$ cat src/sbrg_pkg.sv
// Shared constants and carrier types for the serial bit-rate generator.
// Assumes a single pclk domain and an APB master with 32-bit data.
package sbrg_pkg;

  // Register map, byte addresses on the APB bus.
  localparam logic [7:0] SBRG_OFF_RX_CTRL = 8'h00;
  localparam logic [7:0] SBRG_OFF_TX_CTRL = 8'h04;
  localparam logic [7:0] SBRG_OFF_DIVISOR = 8'h08;
  localparam logic [7:0] SBRG_OFF_TIMER = 8'h0c;
  localparam int SBRG_ADDR_W = 8;

  // Field positions in tx_status_control.
  localparam int SBRG_TX_SYNC_BIT = 4;
  localparam int SBRG_TX_GAP_BIT = 3;
  localparam int SBRG_TX_HS_BIT = 2;
  localparam int SBRG_TX_EMPTY_BIT = 1;

  // Field positions in rx_status_control.
  localparam int SBRG_RX_FRAME_BIT = 2;
  localparam int SBRG_RX_OVERRUN_BIT = 1;
  localparam int SBRG_RX_NINTH_BIT = 0;

  // Field positions in the timer readback word.
  localparam int SBRG_TMR_PRE_LSB = 8;

  // Reset values.
  localparam logic [7:0] SBRG_RST_DIVISOR = 8'h00;
  localparam logic [7:0] SBRG_RST_TX_CTRL = 8'h00;
  localparam logic [7:0] SBRG_RST_RX_CTRL = 8'h00;
  localparam logic SBRG_RST_TX_EMPTY = 1'b1;

  // Timer and prescaler sizes and rate multipliers.
  localparam int SBRG_DIV_W = 8;
  localparam int SBRG_PRE_W = 6;
  localparam logic [SBRG_PRE_W-1:0] SBRG_MULT_SLOW_M1 = 6'h3f;
  localparam logic [SBRG_PRE_W-1:0] SBRG_MULT_FAST_M1 = 6'h0f;
  localparam logic [SBRG_PRE_W-1:0] SBRG_MULT_SYNC_M1 = 6'h03;

  typedef struct packed {
    logic sync_mode;
    logic high_speed_select;
    logic [SBRG_DIV_W-1:0] baud_divisor;
  } sbrg_cfg_s;

  typedef struct packed {
    logic base_tick;
    logic bit_tick;
    logic [SBRG_PRE_W-1:0] prescale;
    logic [SBRG_DIV_W-1:0] count;
  } sbrg_tmr_s;

endpackage

$ cat src/sbrg_timer.sv
// Free-running bit-rate timer with its mode prescaler.
// Assumes the register block pulses restart for one cycle after a divisor write.
module sbrg_timer
  import sbrg_pkg::*;
(
  input wire logic pclk,
  input wire logic presetn,
  input wire sbrg_cfg_s cfg,
  input wire logic restart,
  output sbrg_tmr_s tmr
);

  ////////////////////////////////////////////////////////////////////////////

  // Last prescaler value of a bit period; sync mode never looks at high speed.
  function automatic logic [SBRG_PRE_W-1:0] mult_last(input sbrg_cfg_s c);
    if (c.sync_mode) begin
      mult_last = SBRG_MULT_SYNC_M1;
    end else if (c.high_speed_select) begin
      mult_last = SBRG_MULT_FAST_M1;
    end else begin
      mult_last = SBRG_MULT_SLOW_M1;
    end
  endfunction

  ////////////////////////////////////////////////////////////////////////////

  sbrg_tmr_s st_q;
  sbrg_tmr_s st_d;

  always_comb begin
    st_d = st_q;
    st_d.base_tick = 1'b0;
    st_d.bit_tick = 1'b0;
    if (restart) begin
      st_d.count = '0;
      st_d.prescale = '0;
    end else if (st_q.count >= cfg.baud_divisor) begin
      // The compare is >= so a mode change can never strand the count.
      st_d.count = '0;
      st_d.base_tick = 1'b1;
      if (st_q.prescale >= mult_last(cfg)) begin
        st_d.prescale = '0;
        st_d.bit_tick = 1'b1;
      end else begin
        st_d.prescale = st_q.prescale + 1'b1;
      end
    end else begin
      st_d.count = st_q.count + 1'b1;
    end
  end

  always_ff @(posedge pclk or negedge presetn) begin
    if (!presetn) begin
      st_q <= '0;
    end else begin
      st_q <= st_d;
    end
  end

  assign tmr = st_q;

endmodule

$ cat src/sbrg_top.sv
// APB register block and top level of the serial bit-rate generator.
// Assumes transmitter and receiver status arrive from logic on pclk.
//
// Behaviour
// - One dedicated 8-bit timer times bits for asynchronous and synchronous modes.
// - The timer runs continuously with a period set by the baud divisor.
// - In asynchronous mode the high-speed select picks the period multiplier.
// - In synchronous mode the high-speed select is ignored.
// - Async, normal speed: bit rate is clock over 64 times divisor plus one.
// - Async, high speed: bit rate is clock over 16 times divisor plus one.
// - Synchronous: bit rate is clock over 4 times divisor plus one.
// - Writing the divisor clears the timer so the new rate starts at once.
// - Every reset clears the baud divisor to zero.
// - Sync select is bit 4, high-speed bit 2 of transmit control; both reset 0.
// - Unused bit 3 of transmit control always reads as zero.
//
// Implementation choices: the APB register port and the placing of the registers.
module sbrg_top
  import sbrg_pkg::*;
(
  input wire logic pclk,
  input wire logic presetn,
  input wire logic psel,
  input wire logic penable,
  input wire logic pwrite,
  input wire logic [SBRG_ADDR_W-1:0] paddr,
  input wire logic [31:0] pwdata,
  input wire logic [3:0] pstrb,
  output logic [31:0] prdata,
  output logic pready,
  output logic pslverr,
  input wire logic tx_shift_empty,
  input wire logic rx_framing_err,
  input wire logic rx_overrun_err,
  input wire logic rx_ninth_bit,
  output sbrg_cfg_s cfg,
  output logic [7:0] tx_ctrl_bits,
  output logic [7:0] rx_ctrl_bits,
  output logic base_tick,
  output logic bit_tick
);

  ////////////////////////////////////////////////////////////////////////////

  typedef enum logic [1:0] {
    SBRG_ST_IDLE = 2'b01,
    SBRG_ST_ACCESS = 2'b10
  } sbrg_apb_e;

  typedef struct packed {
    sbrg_apb_e phase;
    logic pready;
    logic pslverr;
    logic [31:0] prdata;
    logic [7:0] rx_ctrl;
    logic [7:0] tx_ctrl;
    logic [SBRG_DIV_W-1:0] divisor;
    logic restart;
    logic tx_empty;
    logic rx_frame;
    logic rx_overrun;
    logic rx_ninth;
  } sbrg_regs_s;

  sbrg_regs_s st_q;
  sbrg_regs_s st_d;
  sbrg_tmr_s tmr;

  ////////////////////////////////////////////////////////////////////////////

  // Address decode shared by the read and the write path.
  function automatic logic addr_mapped(input logic [SBRG_ADDR_W-1:0] a);
    unique case (a)
      SBRG_OFF_RX_CTRL: addr_mapped = 1'b1;
      SBRG_OFF_TX_CTRL: addr_mapped = 1'b1;
      SBRG_OFF_DIVISOR: addr_mapped = 1'b1;
      SBRG_OFF_TIMER: addr_mapped = 1'b1;
      default: addr_mapped = 1'b0;
    endcase
  endfunction

  // Transmit control as software sees it, with live status folded in.
  function automatic logic [7:0] tx_view(input sbrg_regs_s s);
    logic [7:0] v;
    v = s.tx_ctrl;
    v[SBRG_TX_GAP_BIT] = 1'b0;
    v[SBRG_TX_EMPTY_BIT] = s.tx_empty;
    tx_view = v;
  endfunction

  // Receive control with error and ninth-bit status folded in.
  function automatic logic [7:0] rx_view(input sbrg_regs_s s);
    logic [7:0] v;
    v = s.rx_ctrl;
    v[SBRG_RX_FRAME_BIT] = s.rx_frame;
    v[SBRG_RX_OVERRUN_BIT] = s.rx_overrun;
    v[SBRG_RX_NINTH_BIT] = s.rx_ninth;
    rx_view = v;
  endfunction

  ////////////////////////////////////////////////////////////////////////////

  logic setup_cyc;
  logic write_cyc;
  logic lane0;
  logic [7:0] wbyte;

  assign setup_cyc = psel && !penable;
  assign write_cyc = psel && penable && pwrite && st_q.pready && !st_q.pslverr;
  assign lane0 = pstrb[0];
  assign wbyte = pwdata[7:0];

  always_comb begin
    st_d = st_q;
    st_d.restart = 1'b0;
    st_d.tx_empty = tx_shift_empty;
    st_d.rx_frame = rx_framing_err;
    st_d.rx_overrun = rx_overrun_err;
    st_d.rx_ninth = rx_ninth_bit;

    unique case (st_q.phase)
      SBRG_ST_IDLE: begin
        st_d.pready = 1'b0;
        st_d.pslverr = 1'b0;
        if (setup_cyc) begin
          // The answer is prepared in setup so the access phase has no wait.
          st_d.phase = SBRG_ST_ACCESS;
          st_d.pready = 1'b1;
          st_d.pslverr = !addr_mapped(paddr);
          st_d.prdata = '0;
          if (!pwrite) begin
            unique case (paddr)
              SBRG_OFF_RX_CTRL: st_d.prdata[7:0] = rx_view(st_q);
              SBRG_OFF_TX_CTRL: st_d.prdata[7:0] = tx_view(st_q);
              SBRG_OFF_DIVISOR: st_d.prdata[SBRG_DIV_W-1:0] = st_q.divisor;
              SBRG_OFF_TIMER: begin
                st_d.prdata[SBRG_DIV_W-1:0] = tmr.count;
                st_d.prdata[SBRG_TMR_PRE_LSB +: SBRG_PRE_W] = tmr.prescale;
              end
              default: st_d.prdata = '0;
            endcase
          end
        end
      end
      SBRG_ST_ACCESS: begin
        // The access ends at this edge; drop ready so the next setup re-decodes.
        st_d.phase = SBRG_ST_IDLE;
        st_d.pready = 1'b0;
        st_d.pslverr = 1'b0;
        if (write_cyc && lane0) begin
          unique case (paddr)
            SBRG_OFF_RX_CTRL: st_d.rx_ctrl = wbyte;
            SBRG_OFF_TX_CTRL: st_d.tx_ctrl = wbyte;
            SBRG_OFF_DIVISOR: begin
              st_d.divisor = wbyte;
              // Any write restarts, even the same value, as software expects.
              st_d.restart = 1'b1;
            end
            default: st_d.restart = 1'b0;
          endcase
        end
      end
      default: begin
        st_d.phase = SBRG_ST_IDLE;
        st_d.pready = 1'b0;
        st_d.pslverr = 1'b0;
      end
    endcase
  end

  always_ff @(posedge pclk or negedge presetn) begin
    if (!presetn) begin
      st_q.phase <= SBRG_ST_IDLE;
      st_q.pready <= 1'b0;
      st_q.pslverr <= 1'b0;
      st_q.prdata <= '0;
      st_q.rx_ctrl <= SBRG_RST_RX_CTRL;
      st_q.tx_ctrl <= SBRG_RST_TX_CTRL;
      st_q.divisor <= SBRG_RST_DIVISOR;
      st_q.restart <= 1'b0;
      st_q.tx_empty <= SBRG_RST_TX_EMPTY;
      st_q.rx_frame <= 1'b0;
      st_q.rx_overrun <= 1'b0;
      st_q.rx_ninth <= 1'b0;
    end else begin
      st_q <= st_d;
    end
  end

  ////////////////////////////////////////////////////////////////////////////

  sbrg_cfg_s cfg_live;

  // Configuration seen by the timer comes straight from the stored registers.
  always_comb begin
    cfg_live.sync_mode = st_q.tx_ctrl[SBRG_TX_SYNC_BIT];
    cfg_live.high_speed_select = st_q.tx_ctrl[SBRG_TX_HS_BIT];
    cfg_live.baud_divisor = st_q.divisor;
  end

  sbrg_timer u_timer (
    .pclk(pclk),
    .presetn(presetn),
    .cfg(cfg_live),
    .restart(st_q.restart),
    .tmr(tmr)
  );

  ////////////////////////////////////////////////////////////////////////////

  assign prdata = st_q.prdata;
  assign pready = st_q.pready;
  assign pslverr = st_q.pslverr;
  assign cfg = cfg_live;
  assign tx_ctrl_bits = tx_view(st_q);
  assign rx_ctrl_bits = rx_view(st_q);
  assign base_tick = tmr.base_tick;
  assign bit_tick = tmr.bit_tick;

endmodule

$ cat config.mk
export PLATFORM = sky130hd
export DESIGN_NAME = sbrg_top
export DESIGN_NICKNAME = d
export VERILOG_FILES = /design/src/sbrg_pkg.sv /design/src/sbrg_timer.sv /design/src/sbrg_top.sv
export SDC_FILE = /design/constraint.sdc
export NUM_CORES = 1
export LEC_CHECK = 0
export BUFFER_PORTS_ARGS = -buffer_cell sky130_fd_sc_hd__buf_2
export CORE_ASPECT_RATIO = 2
export CORE_MARGIN = 1.5
export CORE_UTILIZATION = 45
export CTS_CLUSTER_DIAMETER = 60
export DETAILED_ROUTE_END_ITERATION = 6
export GPL_TIMING_DRIVEN = 0
export MAX_ROUTING_LAYER = met4
export PLACE_DENSITY = 0.73
export SKIP_CTS_REPAIR_TIMING = 1
export SLEW_MARGIN = 20
export SYNTH_ARGS = -nofsm -noshare
export SYNTH_HDL_FRONTEND = slang
export SYNTH_HIERARCHICAL = 1
export SYNTH_SLANG_ARGS = --single-unit
$ cat constraint.sdc
create_clock -name pclk -period 2.7 [get_ports pclk]
set_input_delay 0.54 -clock pclk [delete_from_list [all_inputs] [get_ports pclk]]
set_output_delay 0.54 -clock pclk [all_outputs]
set_load 0.01 [all_outputs]
# After elaboration in Yosys (flattened, before gate mapping)
# Cells that the tools add are included.
[totals] regBits=81 in_bits=53 out_inout_bits=62 wordCells=63
[classes] add_sub_neg=2 n_lt_le_gt_ge=2 eq_ne=6 muxes=21 reduce_logical=16
[op_table] cell="$mux W36" n=1
[op_table] cell="$mux W6" n=6
[op_table] cell="$pmux W8 S4" n=1
[op_table] cell="$mux W14" n=2
[op_table] cell="$eq A8 B4 Y1 const B" n=2
[op_table] cell="$mux W8" n=2
[op_table] cell="$reduce_and A3 Y1" n=3
[op_table] cell="$add A8 B1 Y8 const B" n=1
[op_table] cell="$eq A8 B3 Y1 const B" n=1
[op_table] cell="$ge A8 B8 Y1" n=1
[op_table] cell="$logic_not A8 Y1" n=1
[op_table] cell="$mux W1" n=7
[op_table] cell="$add A6 B1 Y6 const B" n=1
[op_table] cell="$ge A6 B6 Y1" n=1
[op_table] cell="$logic_and A1 B1 Y1" n=6
[op_table] cell="$mux W4" n=1
[op_table] cell="$reduce_or A4 Y1" n=1
[op_table] cell="$logic_not A1 Y1" n=3
[op_table] cell="$eq A2 B1 Y1 const B" n=1
[op_table] cell="$eq A2 B2 Y1 const B" n=1
[op_table] cell="$mux W2" n=1
[op_table] cell="$ne A2 B2 Y1 const B" n=1
[op_table] cell="$reduce_and A2 Y1" n=1
[op_table] cell="$reduce_bool A2 Y1" n=1

# Logic depth before layout (Yosys ltp)
# Gate-level depths: netlist of the first run.
[depth] word_depth=8 mapped_depth=8 mapped_depth_nobuf=7

# By module
# The synthesis of the first run kept the hierarchy.
[modules_own_cells] module="sbrg_top" n_inst=1 cells_per_inst=179 area_per_inst_um2=2218.4
[modules_own_cells] module="sbrg_timer" n_inst=1 cells_per_inst=109 area_per_inst_um2=1071.0

# Worst setup path before layout of the first run
# No wires, ideal clock.
[synth_path] kind="input to register" startpoint="input port paddr[5]" endpoint="register st_q, in the netlist cfg[0]" t_arrival_ps=2094 slack_ps=481 cell_stages=4 n_path_buf=1 cell_sequence="or4_1 > buf_2 > nor4_4 > mux2_2"
[synth_between] elab_chain_len=2
[synth_lines] element="start, declared" line="sbrg_top.sv:26" source="input wire logic [SBRG_ADDR_W-1:0] paddr,"
[synth_lines] element="$eq A8 B4 Y1" line="sbrg_top.sv:151" source="unique case (paddr)"
[synth_lines] element="$reduce_and A3 Y1 (no source line)"
[synth_lines] element="end signal, assigned" line="sbrg_top.sv:186" source="st_q <= st_d;"
[synth_lines] element="end, declared" line="sbrg_top.sv:65" source="sbrg_regs_s st_q;"
# No other way between the ends.
# A chain may end at the register's enable or synchronous reset.

# Worst setup path in the final report of the first run
[layout_path] startpoint="register st_q, in the netlist cfg[9]" endpoint="register u_timer.st_q, in the netlist u_timer/tmr[13]"
[layout_between] elab_chain_len=7
[layout_lines] element="$mux W6" line="sbrg_timer.sv:17" source="if (c.sync_mode) begin"
[layout_lines] element="$mux W6" line="sbrg_timer.sv:38" source="end else if (st_q.count >= cfg.baud_divisor) begin"
[layout_lines] element="$mux W6" line="sbrg_timer.sv:35" source="if (restart) begin"
[layout_lines] element="$ge A6 B6 Y1" line="sbrg_timer.sv:42" source="if (st_q.prescale >= mult_last(cfg)) begin"
[layout_lines] element="$mux W6" line="sbrg_timer.sv:42"
[layout_lines] element="$mux W8" line="sbrg_timer.sv:38"
[layout_lines] element="$mux W14" line="sbrg_timer.sv:35"
[layout_lines] element="end signal, assigned" line="sbrg_timer.sv:57" source="st_q <= st_d;"
[layout_lines] element="end, declared" line="sbrg_timer.sv:28" source="sbrg_tmr_s st_q;"
# No other way between the ends. The select of a mux whose other input is x is not followed.

==> results of run 1 <==
[worst max path at each step]
| stage | slack [ps] | cells past startpoint | end |
|---|---|---|---|
| detailed placement | 40 | 5 | cfg[1] |
| global placement | 100 | 5 | cfg[3] |
| finish | 300 | 6 | u_timer/tmr[13] |
| floorplan | 480 | 4 | cfg[0] |
| CTS | 290 | 6 | u_timer/tmr[13] |
| global route | 180 | 6 | u_timer/tmr[12] |
[registers in the layout (all words and copies together) (netlist names)]
register,cells
cfg,10
prdata,14
pready,1
pslverr,1
rx_ctrl_bits,8
st_q,3
tx_ctrl_bits,5
u_timer/tmr,16
[Yosys cell counts]
library cell and instances:
buf_4 58, dfrtp_1 56, mux2_2 20, nand2_1 19, ha_1 14, inv_1 12
nor2_1 12, a22o_1 9, o21ai_0 9, a21oi_1 8, nand3_1 8, mux4_2 7
xor2_1 5, or2_2 4, and3_1 3, clkbuf_1 3, nand2b_1 3, nand4b_1 3
nor3_1 3, nor4_4 3, or3_1 3, a21o_1 2, buf_1 2, dfstp_2 2
o32ai_1 2, or4_1 2, or4b_2 2, a2111o_1 1, a221oi_4 1, a31o_2 1
a31oi_4 1, buf_2 1, buf_6 1, conb_1 1, nand2b_2 1, nand2b_4 1
nand3b_1 1, nand4bb_1 1, nor2b_1 1, o32ai_2 1, xnor2_1 1
[cell families after synthesis]
logic type / count (synthesis)
buffers and inverters: 77
AND/OR/NAND/NOR: 70
flip-flops: 58
AO/OA/AOI/OAI: 35
multiplexers: 27
adder cells (fa/ha/maj): 14
XOR/XNOR: 6
other: 1
[layout make-up]
class                           instances  area, sq um  share of cell area
Buffer                                 65          470               0.116
Tap cell                               92          115              0.0283
Timing Repair Buffer                   68          343              0.0843
Multi-Input combinational cell        171         1390               0.341
Inverter                               12         45.0              0.0111
Clock buffer                           14          254              0.0624
Sequential cell                        58         1450               0.357
[layout by cell type (no fill, tap or decap), drive strengths merged]
master / Yosys / final
buf: 62 / 130
dfrtp: 56 / 56
mux2: 20 / 20
nand2: 19 / 19
conb: 1 / 19
clkbuf: 3 / 17
ha: 14 / 14
inv: 12 / 12
nor2: 12 / 12
a22o: 9 / 9
o21ai: 9 / 9
a21oi: 8 / 8
nand3: 8 / 8
mux4: 7 / 7
xor2: 5 / 5
nand2b: 5 / 5
or2: 4 / 4
nor3: 3 / 3
nand4b: 3 / 3
nor4: 3 / 3
or3: 3 / 3
and3: 3 / 3
o32ai: 3 / 3
or4: 2 / 2
or4b: 2 / 2
dfstp: 2 / 2
a21o: 2 / 2
nand4bb: 1 / 1
a221oi: 1 / 1
a2111o: 1 / 1
a31oi: 1 / 1
xnor2: 1 / 1
a31o: 1 / 1
nor2b: 1 / 1
nand3b: 1 / 1
[per-stage QoR]
stage / utilization / hold WS, ps / instances / power (W)
final: 0.569 / 275 / 480 / 0.00218
after global routing: 0.569 / 306 / 480 / 0.00229
after CTS: 0.569 / 296 / 480 / 0.00221
after detailed placement: 0.533 / 474 / 466 / 0.00122
after global placement: 0.533 / 469 / 466 / 0.00120
after floorplan: - / 244 / 306 / 0.00113
[where the power goes]
| group | switching [W] | leakage (nW) | internal [W] | total [W] |
|---|---|---|---|---|
| Combinational | 0.000122 | 1.29 | 0.000115 | 0.000237 |
| Clock | 0.000350 | 0.123 | 0.000633 | 0.000983 |
| Sequential | 0.0000490 | 0.778 | 0.000914 | 0.000963 |
[layer usage]
| metal | vias up | global-route usage | wire length (um) |
|---|---|---|---|
| met3 | 13 | 0.0506 | 425 |
| met4 | 0 | 0.0829 | 138 |
| met2 | 86 | 0.305 | 3410 |
| met5 | - | - | 0 |
| met1 | 1158 | 0.231 | 2780 |
| li1 | 1125 | - | - |
==> results.tsv, run 1 <==
metric	value	unit
status	complete, no violations	
drv_cap	0	
synth_top_area_share	0.426	
layout-drive-gt1-share	0.469	
place_area	3810	sq um
synth-compound-area-share	0.0852	
synth_seq_cells	58	
cts_buffers	9	
critPathBufInv	0	
fin_nets	452	
grt.overflow.total	0	
yosysSeqAreaShare	0.442	
drt_iter0_markers	106	
coreArea	7160	sq um
post-route-drc-count	0	
reg2reg_depth	6	
synthCells	288	
setup_ws	300	ps
h-tree-depth	3	
arrival	2620	ps
synth_mux_area_frac	0.116	
synth_top_area_cell	dfrtp_1	
clock_latency	330	ps
period_share	0.889	
synthDistinctLibCells	41	
drt-pass1-iter-count	4	
r2r_start	cfg[9]	
slowest_stage	dfrtp_1	
rsz0062_at_grt	false	
antenna_found_initial	0	
setup_tns	0	ps
synth_area_per_cell	11.4	sq um
grt_start_max_net_pins	59	
drv_slew	0	
critPathLaunch	cfg[9]	
start_kind	flop	
vias	2382	
yosysWarnings	6	
syn2layout_area_growth	23.7	%
max_freq	0.417	GHz
powerDensity	536	nW/um^2
dieWidth	63.5	um
skew	5.05	ps
reg2reg_slack	300	ps
pre_cts_ws	43.4	ps
die_h	124	um
dp_hpwl	4.96	mm
final_hold_viol_count	0	
io_buffer_count	68	
max_slew.worst_pin.slew	1060	ps
num_io_pins	115	
ys_top_cells_by_area	dfrtp_1 43%, buf_4 13%, mux2_2 6.8%	
synthesis.area	3290	sq um
setup_viol	0	
num_rows	44	
cts_buffer_depth	2	
max-vdd-ir-drop	0.000378	V
synth-simple-area-share	0.129	
path_class	reg -> reg	
design_area	4070	sq um
ant_nets	0	
grt_pass1_vias	2320	
via_per_inst	4.96	
fillers	675	
worst_setup_path_end_kind	flop	
wl_per_cell	14.1	um
cts_num_sinks	58	
crit_path_cell_trace	or2_2 > ha_1 > and3_1 > a221oi_4 > nand2_1 > o32ai_1	
finalCriticalPeriod	2400	ps
leakage	2.19	nW
grt_pass1_wl	11.1	mm
track_usage	0.192	
synth-xor-area-share	0.0160	
synth_fa_ha_area_frac	0.0533	
r2r-end	u_timer/tmr[13]	
relSlewSlack	0.287	
diodes	0	
path_delay_family	simple AND/OR/NAND/NOR gates	
gp_congestion	0.811	
cts.clk_slew.worst_paths	50	ps
routed_wl	6.76	mm
crit_required	2920	ps
synth_top_family_by_area	buffers and inverters	
start_util	0.460	
cts_root_buf	clkbuf_16	
worstPathMaxFanout	9	
slowest_delay	470	ps
cts_tree	built	
die_area	7860	sq um
hold_path.class	in -> async	
Note: power is estimated with default switching activity, not from simulation.
==> run 2: changes to the inputs <==
- CORE_ASPECT_RATIO: 2 -> 1.2
==> run 2 against run 1 <==
  * Via count decreased by 2.1%
  * First-iteration DRC count increased by 34%
  * Worst setup slack got worse by 15 ps
  * Design area decreased by 1.5%
  * Critical endpoint unchanged
  * Highest routed layer unchanged
  * Register-to-register slack got worse by 20 ps
  * Clock skew increased by 5.7 ps
  * Total power decreased by 8.4%
  * Maximum frequency decreased by 0.62%
  * Count of clock-buffer cells in the layout unchanged
  * Non-clock buffer count unchanged
  * Utilization increased by 0.90 points
  * Flip-flop and latch count unchanged
==> results.tsv, run 2 (synthesized netlist as in run 1, its figures left out) <==
metric	value	unit	change
via_per_inst	4.89		was 4.96
leakage	2.17	nW	was 2.19 nW
grt_most_used_layer	met2		unchanged
clock_latency	330	ps	about the same
cts_root_buf	clkbuf_8		was clkbuf_16
setup_ws	285	ps	was 300 ps
coreArea	6940	sq um	was 7160 sq um
hold_path.class	in -> async		unchanged
setup_viol	0		unchanged
num_rows	33		was 44
grtUsageMet3	0.0302		was 0.0506
drv_slew	0		unchanged
die_area	7830	sq um	was 7860 sq um
cts.clk_slew.worst_paths	60	ps	was 50 ps
track_usage	0.185		was 0.192
worstPathMaxFanout	9		unchanged
dieWidth	81.1	um	was 63.5 um
arrival	2640	ps	was 2620 ps
worst_setup_path_end_kind	flop		unchanged
post-route-drc-count	0		unchanged
finalCriticalPeriod	2410	ps	was 2400 ps
start_kind	flop		unchanged
path_class	reg -> reg		unchanged
fin_nets	452		unchanged
most-common-layout-cells	68 x buf_2, 59 x buf_4, 56 x dfrtp_1		unchanged
io_buffer_count	68		unchanged
largest_register_ffs	16		unchanged
syn2layout_area_growth	21.8	%	was 23.7%
max-vdd-ir-drop	0.000350	V	was 0.000378 V
routed_wl	6.59	mm	was 6.76 mm
drv_cap	0		unchanged
drt_iter0_markers	142		was 106
final_hold_viol_count	0		unchanged
grt_start_max_net_pins	59		unchanged
ant_nets	0		unchanged
vias	2331		was 2,382
final_common_cell	buf_2		unchanged
crit_required	2920	ps	about the same
max_freq	0.414	GHz	was 0.417 GHz
dp_hpwl	4.83	mm	was 4.96 mm
antenna_found_initial	0		unchanged
grt_pass1_wl	10.7	mm	was 11.1 mm
drt-pass1-iter-count	4		unchanged
h-tree-depth	3		unchanged
period_share	0.894		was 0.889
num_io_pins	115		unchanged
grt.overflow.total	0		unchanged
diodes	0		unchanged
die_h	96.7	um	was 124 um
setup_tns	0	ps	unchanged
status	complete, no violations		unchanged
cts_tree	built		unchanged
grt_pass1_vias	2298		was 2,320
pre_cts_ws	114	ps	was 43.4 ps
start_util	0.474		was 0.460
cts_buffer_depth	2		unchanged
cts_buffers	9		unchanged
skew	10.7	ps	was 5.05 ps
rsz0062_at_grt	false		unchanged
layout-drive-gt1-share	0.474		was 0.469
use_met2	0.279		was 0.305
gp_congestion	0.801		was 0.811
cts_num_sinks	58		unchanged
powerDensity	499	nW/um^2	was 536 nW/um^2
use_met1	0.232		was 0.231
wl_per_cell	13.8	um	was 14.1 um
relSlewSlack	0.283		was 0.287
max_slew.worst_pin.slew	1070	ps	was 1060 ps
[run 2: worst paths after layout]
kind,startpoint,end,slack (ps),cells past startpoint
min in group pclk,tx_shift_empty,tx_ctrl_bits[1],310,1
hold reg to reg,prdata[11],prdata[11],490,2
setup / recovery,cfg[9],u_timer/tmr[13],290,6
max in group asynchronous,presetn,u_timer/tmr[12],1930,1
setup reg to reg,cfg[9],u_timer/tmr[13],290,6
hold / removal,presetn,tx_ctrl_bits[0],260,1
[run 2: through the flow]
stage	utilization	instance area [sq um]	total power, W	hold WS [ps]	cells
after floorplan	-	3360	0.00113	244	306
after global placement	0.549	3810	0.00120	472	461
after detailed placement	0.549	3810	0.00122	484	461
after CTS	0.578	4010	0.00202	286	477
after global routing	0.578	4010	0.00209	295	477
final	0.578	4010	0.00200	256	477
[run 2: metal layers]
layer | part of all wire | vias up
li1 | - | 1128
met1 | 0.44 | 1115
met2 | 0.49 | 74
met3 | 0.052 | 14
met4 | 0.025 | 0
met5 | 0 | -
[run 2: power by group]
group / total (W) / internal, W / switching [W] / leakage [nW]
Combinational: 0.000234 / 0.000114 / 0.000120 / 1.29
Sequential: 0.000965 / 0.000911 / 0.0000539 / 0.778
Clock: 0.000800 / 0.000476 / 0.000323 / 0.101
[run 2: critical path: stages (launching register included)]
cell and delay [ps]:
dfrtp_1 460, or2_2 330, ha_1 330, and3_1 220, a221oi_4 470, nand2_1 190
o32ai_1 310
[run 2: final cells by class]
type	count	area (sq um)
Buffer	65	470
Clock buffer	14	163
Clock inverter	2	35.0
Fill cell	618	2930
Inverter	12	45.0
Multi-Input combinational cell	171	1390
Sequential cell	58	1450
Tap cell	87	109
Timing Repair Buffer	68	343
==> run 3: changes to the inputs <==
- CORE_ASPECT_RATIO: 1.2 -> 1.25
==> run 3 against run 2 <==
  * Critical path depth is the same
  * Sequential share of layout area is essentially flat
  * First-iteration DRC count shrank 20%
  * Maximum frequency grew 1.4%
  * Utilization shrank 0.61 points
  * Flip-flop and latch count is the same
  * Via count grew 0.34%
  * Clock skew shrank 3.7 ps
  * Sequential power shrank 0.4%
  * Count of clock-buffer cells in the layout shrank 1
  * Register-to-register slack gained 30 ps
==> results.tsv, run 3 (synthesized netlist as in run 1, its figures left out) <==
metric	value	unit	change
diodes	0		unchanged
setup_tns	0	ps	unchanged
clock_latency	330	ps	about the same
start_util	0.469		was 0.474
dieWidth	79.5	um	was 81.1 um
cts_num_sinks	58		unchanged
max_freq	0.420	GHz	was 0.414 GHz
setup_viol	0		unchanged
vias	2339		was 2,331
antenna_found_initial	0		unchanged
drt-pass1-iter-count	4		unchanged
io_buffer_count	68		unchanged
path_class	reg -> reg		unchanged
num_rows	34		was 33
grt_pass1_vias	2197		was 2,298
leakage	2.17	nW	about the same
cts_buffers	9		unchanged
worst_setup_path_end_kind	flop		unchanged
crit_required	2930	ps	was 2920 ps
status	complete, no violations		unchanged
finalCriticalPeriod	2380	ps	was 2410 ps
routed_wl	6.55	mm	was 6.59 mm
arrival	2610	ps	was 2640 ps
max_slew.worst_pin.slew	1000	ps	was 1070 ps
cts_buffer_depth	2		unchanged
coreArea	7020	sq um	was 6940 sq um
worstPathMaxFanout	9		unchanged
gp_congestion	0.798		was 0.801
grt.overflow.total	0		unchanged
final_common_cell	buf_2		unchanged
drv_slew	0		unchanged
relSlewSlack	0.326		was 0.283
cts_root_buf	clkbuf_8		unchanged
period_share	0.882		was 0.894
rsz0062_at_grt	false		unchanged
num_io_pins	115		unchanged
cts_tree	built		unchanged
most-common-layout-cells	68 x buf_2, 59 x buf_4, 56 x dfrtp_1		unchanged
drv_cap	0		unchanged
grt_start_max_net_pins	59		unchanged
post-route-drc-count	0		unchanged
track_usage	0.186		was 0.185
cts.clk_slew.worst_paths	70	ps	was 60 ps
max-vdd-ir-drop	0.000324	V	was 0.000350 V
grt_pass1_wl	10.7	mm	about the same
largest_register_ffs	16		unchanged
p_total	0.00200	W	about the same
h-tree-depth	3		unchanged
hold_path.class	in -> async		unchanged
drt_iter0_markers	113		was 142
start_kind	flop		unchanged
via_per_inst	4.87		was 4.89
die_h	98.6	um	was 96.7 um
dp_hpwl	4.75	mm	was 4.83 mm
fin_nets	452		unchanged
layout-drive-gt1-share	0.477		was 0.474
wl_per_cell	13.7	um	was 13.8 um
ant_nets	0		unchanged
die_area	7830	sq um	about the same
skew	6.99	ps	was 10.7 ps
syn2layout_area_growth	21.9	%	was 21.8%
powerDensity	499	nW/um^2	about the same
final_hold_viol_count	0		unchanged
## run 3: critical path, cell delays in order (launching register included)
cell and delay [ps]:
dfrtp_1 460, or2_2 330, ha_1 330, and3_1 220
a221oi_4 450, nand2_1 190, o32ai_1 300
## run 3: report_power, final
group	switching [W]	leakage, nW	total, W	internal [W]
clock	0.000330	0.103	0.000805	0.000474
sequential	0.0000498	0.778	0.000961	0.000911
combinational	0.000122	1.29	0.000237	0.000115
## run 3: worst paths after layout
path	startpoint	end	slack (ps)	cells after the start
max	cfg[9]	u_timer/tmr[12]	320	6
min	presetn	rx_ctrl_bits[0]	270	1
max reg2reg	cfg[9]	u_timer/tmr[12]	320	6
min reg2reg	prdata[13]	prdata[13]	490	2
max in group asynchronous	presetn	u_timer/tmr[12]	1960	1
min in group pclk	tx_shift_empty	tx_ctrl_bits[1]	300	1
## run 3: metrics by stage
| stage | cell area [sq um] | hold WS [ps] | setup WS [ps] | util | instances |
|---|---|---|---|---|---|
| after CTS | 4010 | 283 | 315 | 0.571 | 480 |
| after detailed placement | 3810 | 476 | 104 | 0.543 | 464 |
| after floorplan | 3360 | 244 | 481 | - | 306 |
| final | 4010 | 267 | 320 | 0.571 | 480 |
| after global placement | 3810 | 477 | 107 | 0.543 | 464 |
| after global routing | 4010 | 282 | 181 | 0.571 | 480 |
## run 3: cell type report
cell class,count,area [sq um]
Clock buffer,13,159
Buffer,65,470
Multi-Input combinational cell,171,1390
Inverter,12,45.0
Sequential cell,58,1450
Tap cell,90,113
Timing Repair Buffer,68,343
Fill cell,616,3010
Clock inverter,3,40.0
## run 3: routing by layer
metal | GRT usage | vias up | share of wire
met2 | 0.276 | 77 | 0.49
met1 | 0.239 | 1120 | 0.43
li1 | - | 1127 | -
met4 | 0.0877 | 0 | 0.025
met3 | 0.0435 | 15 | 0.057
met5 | - | - | 0
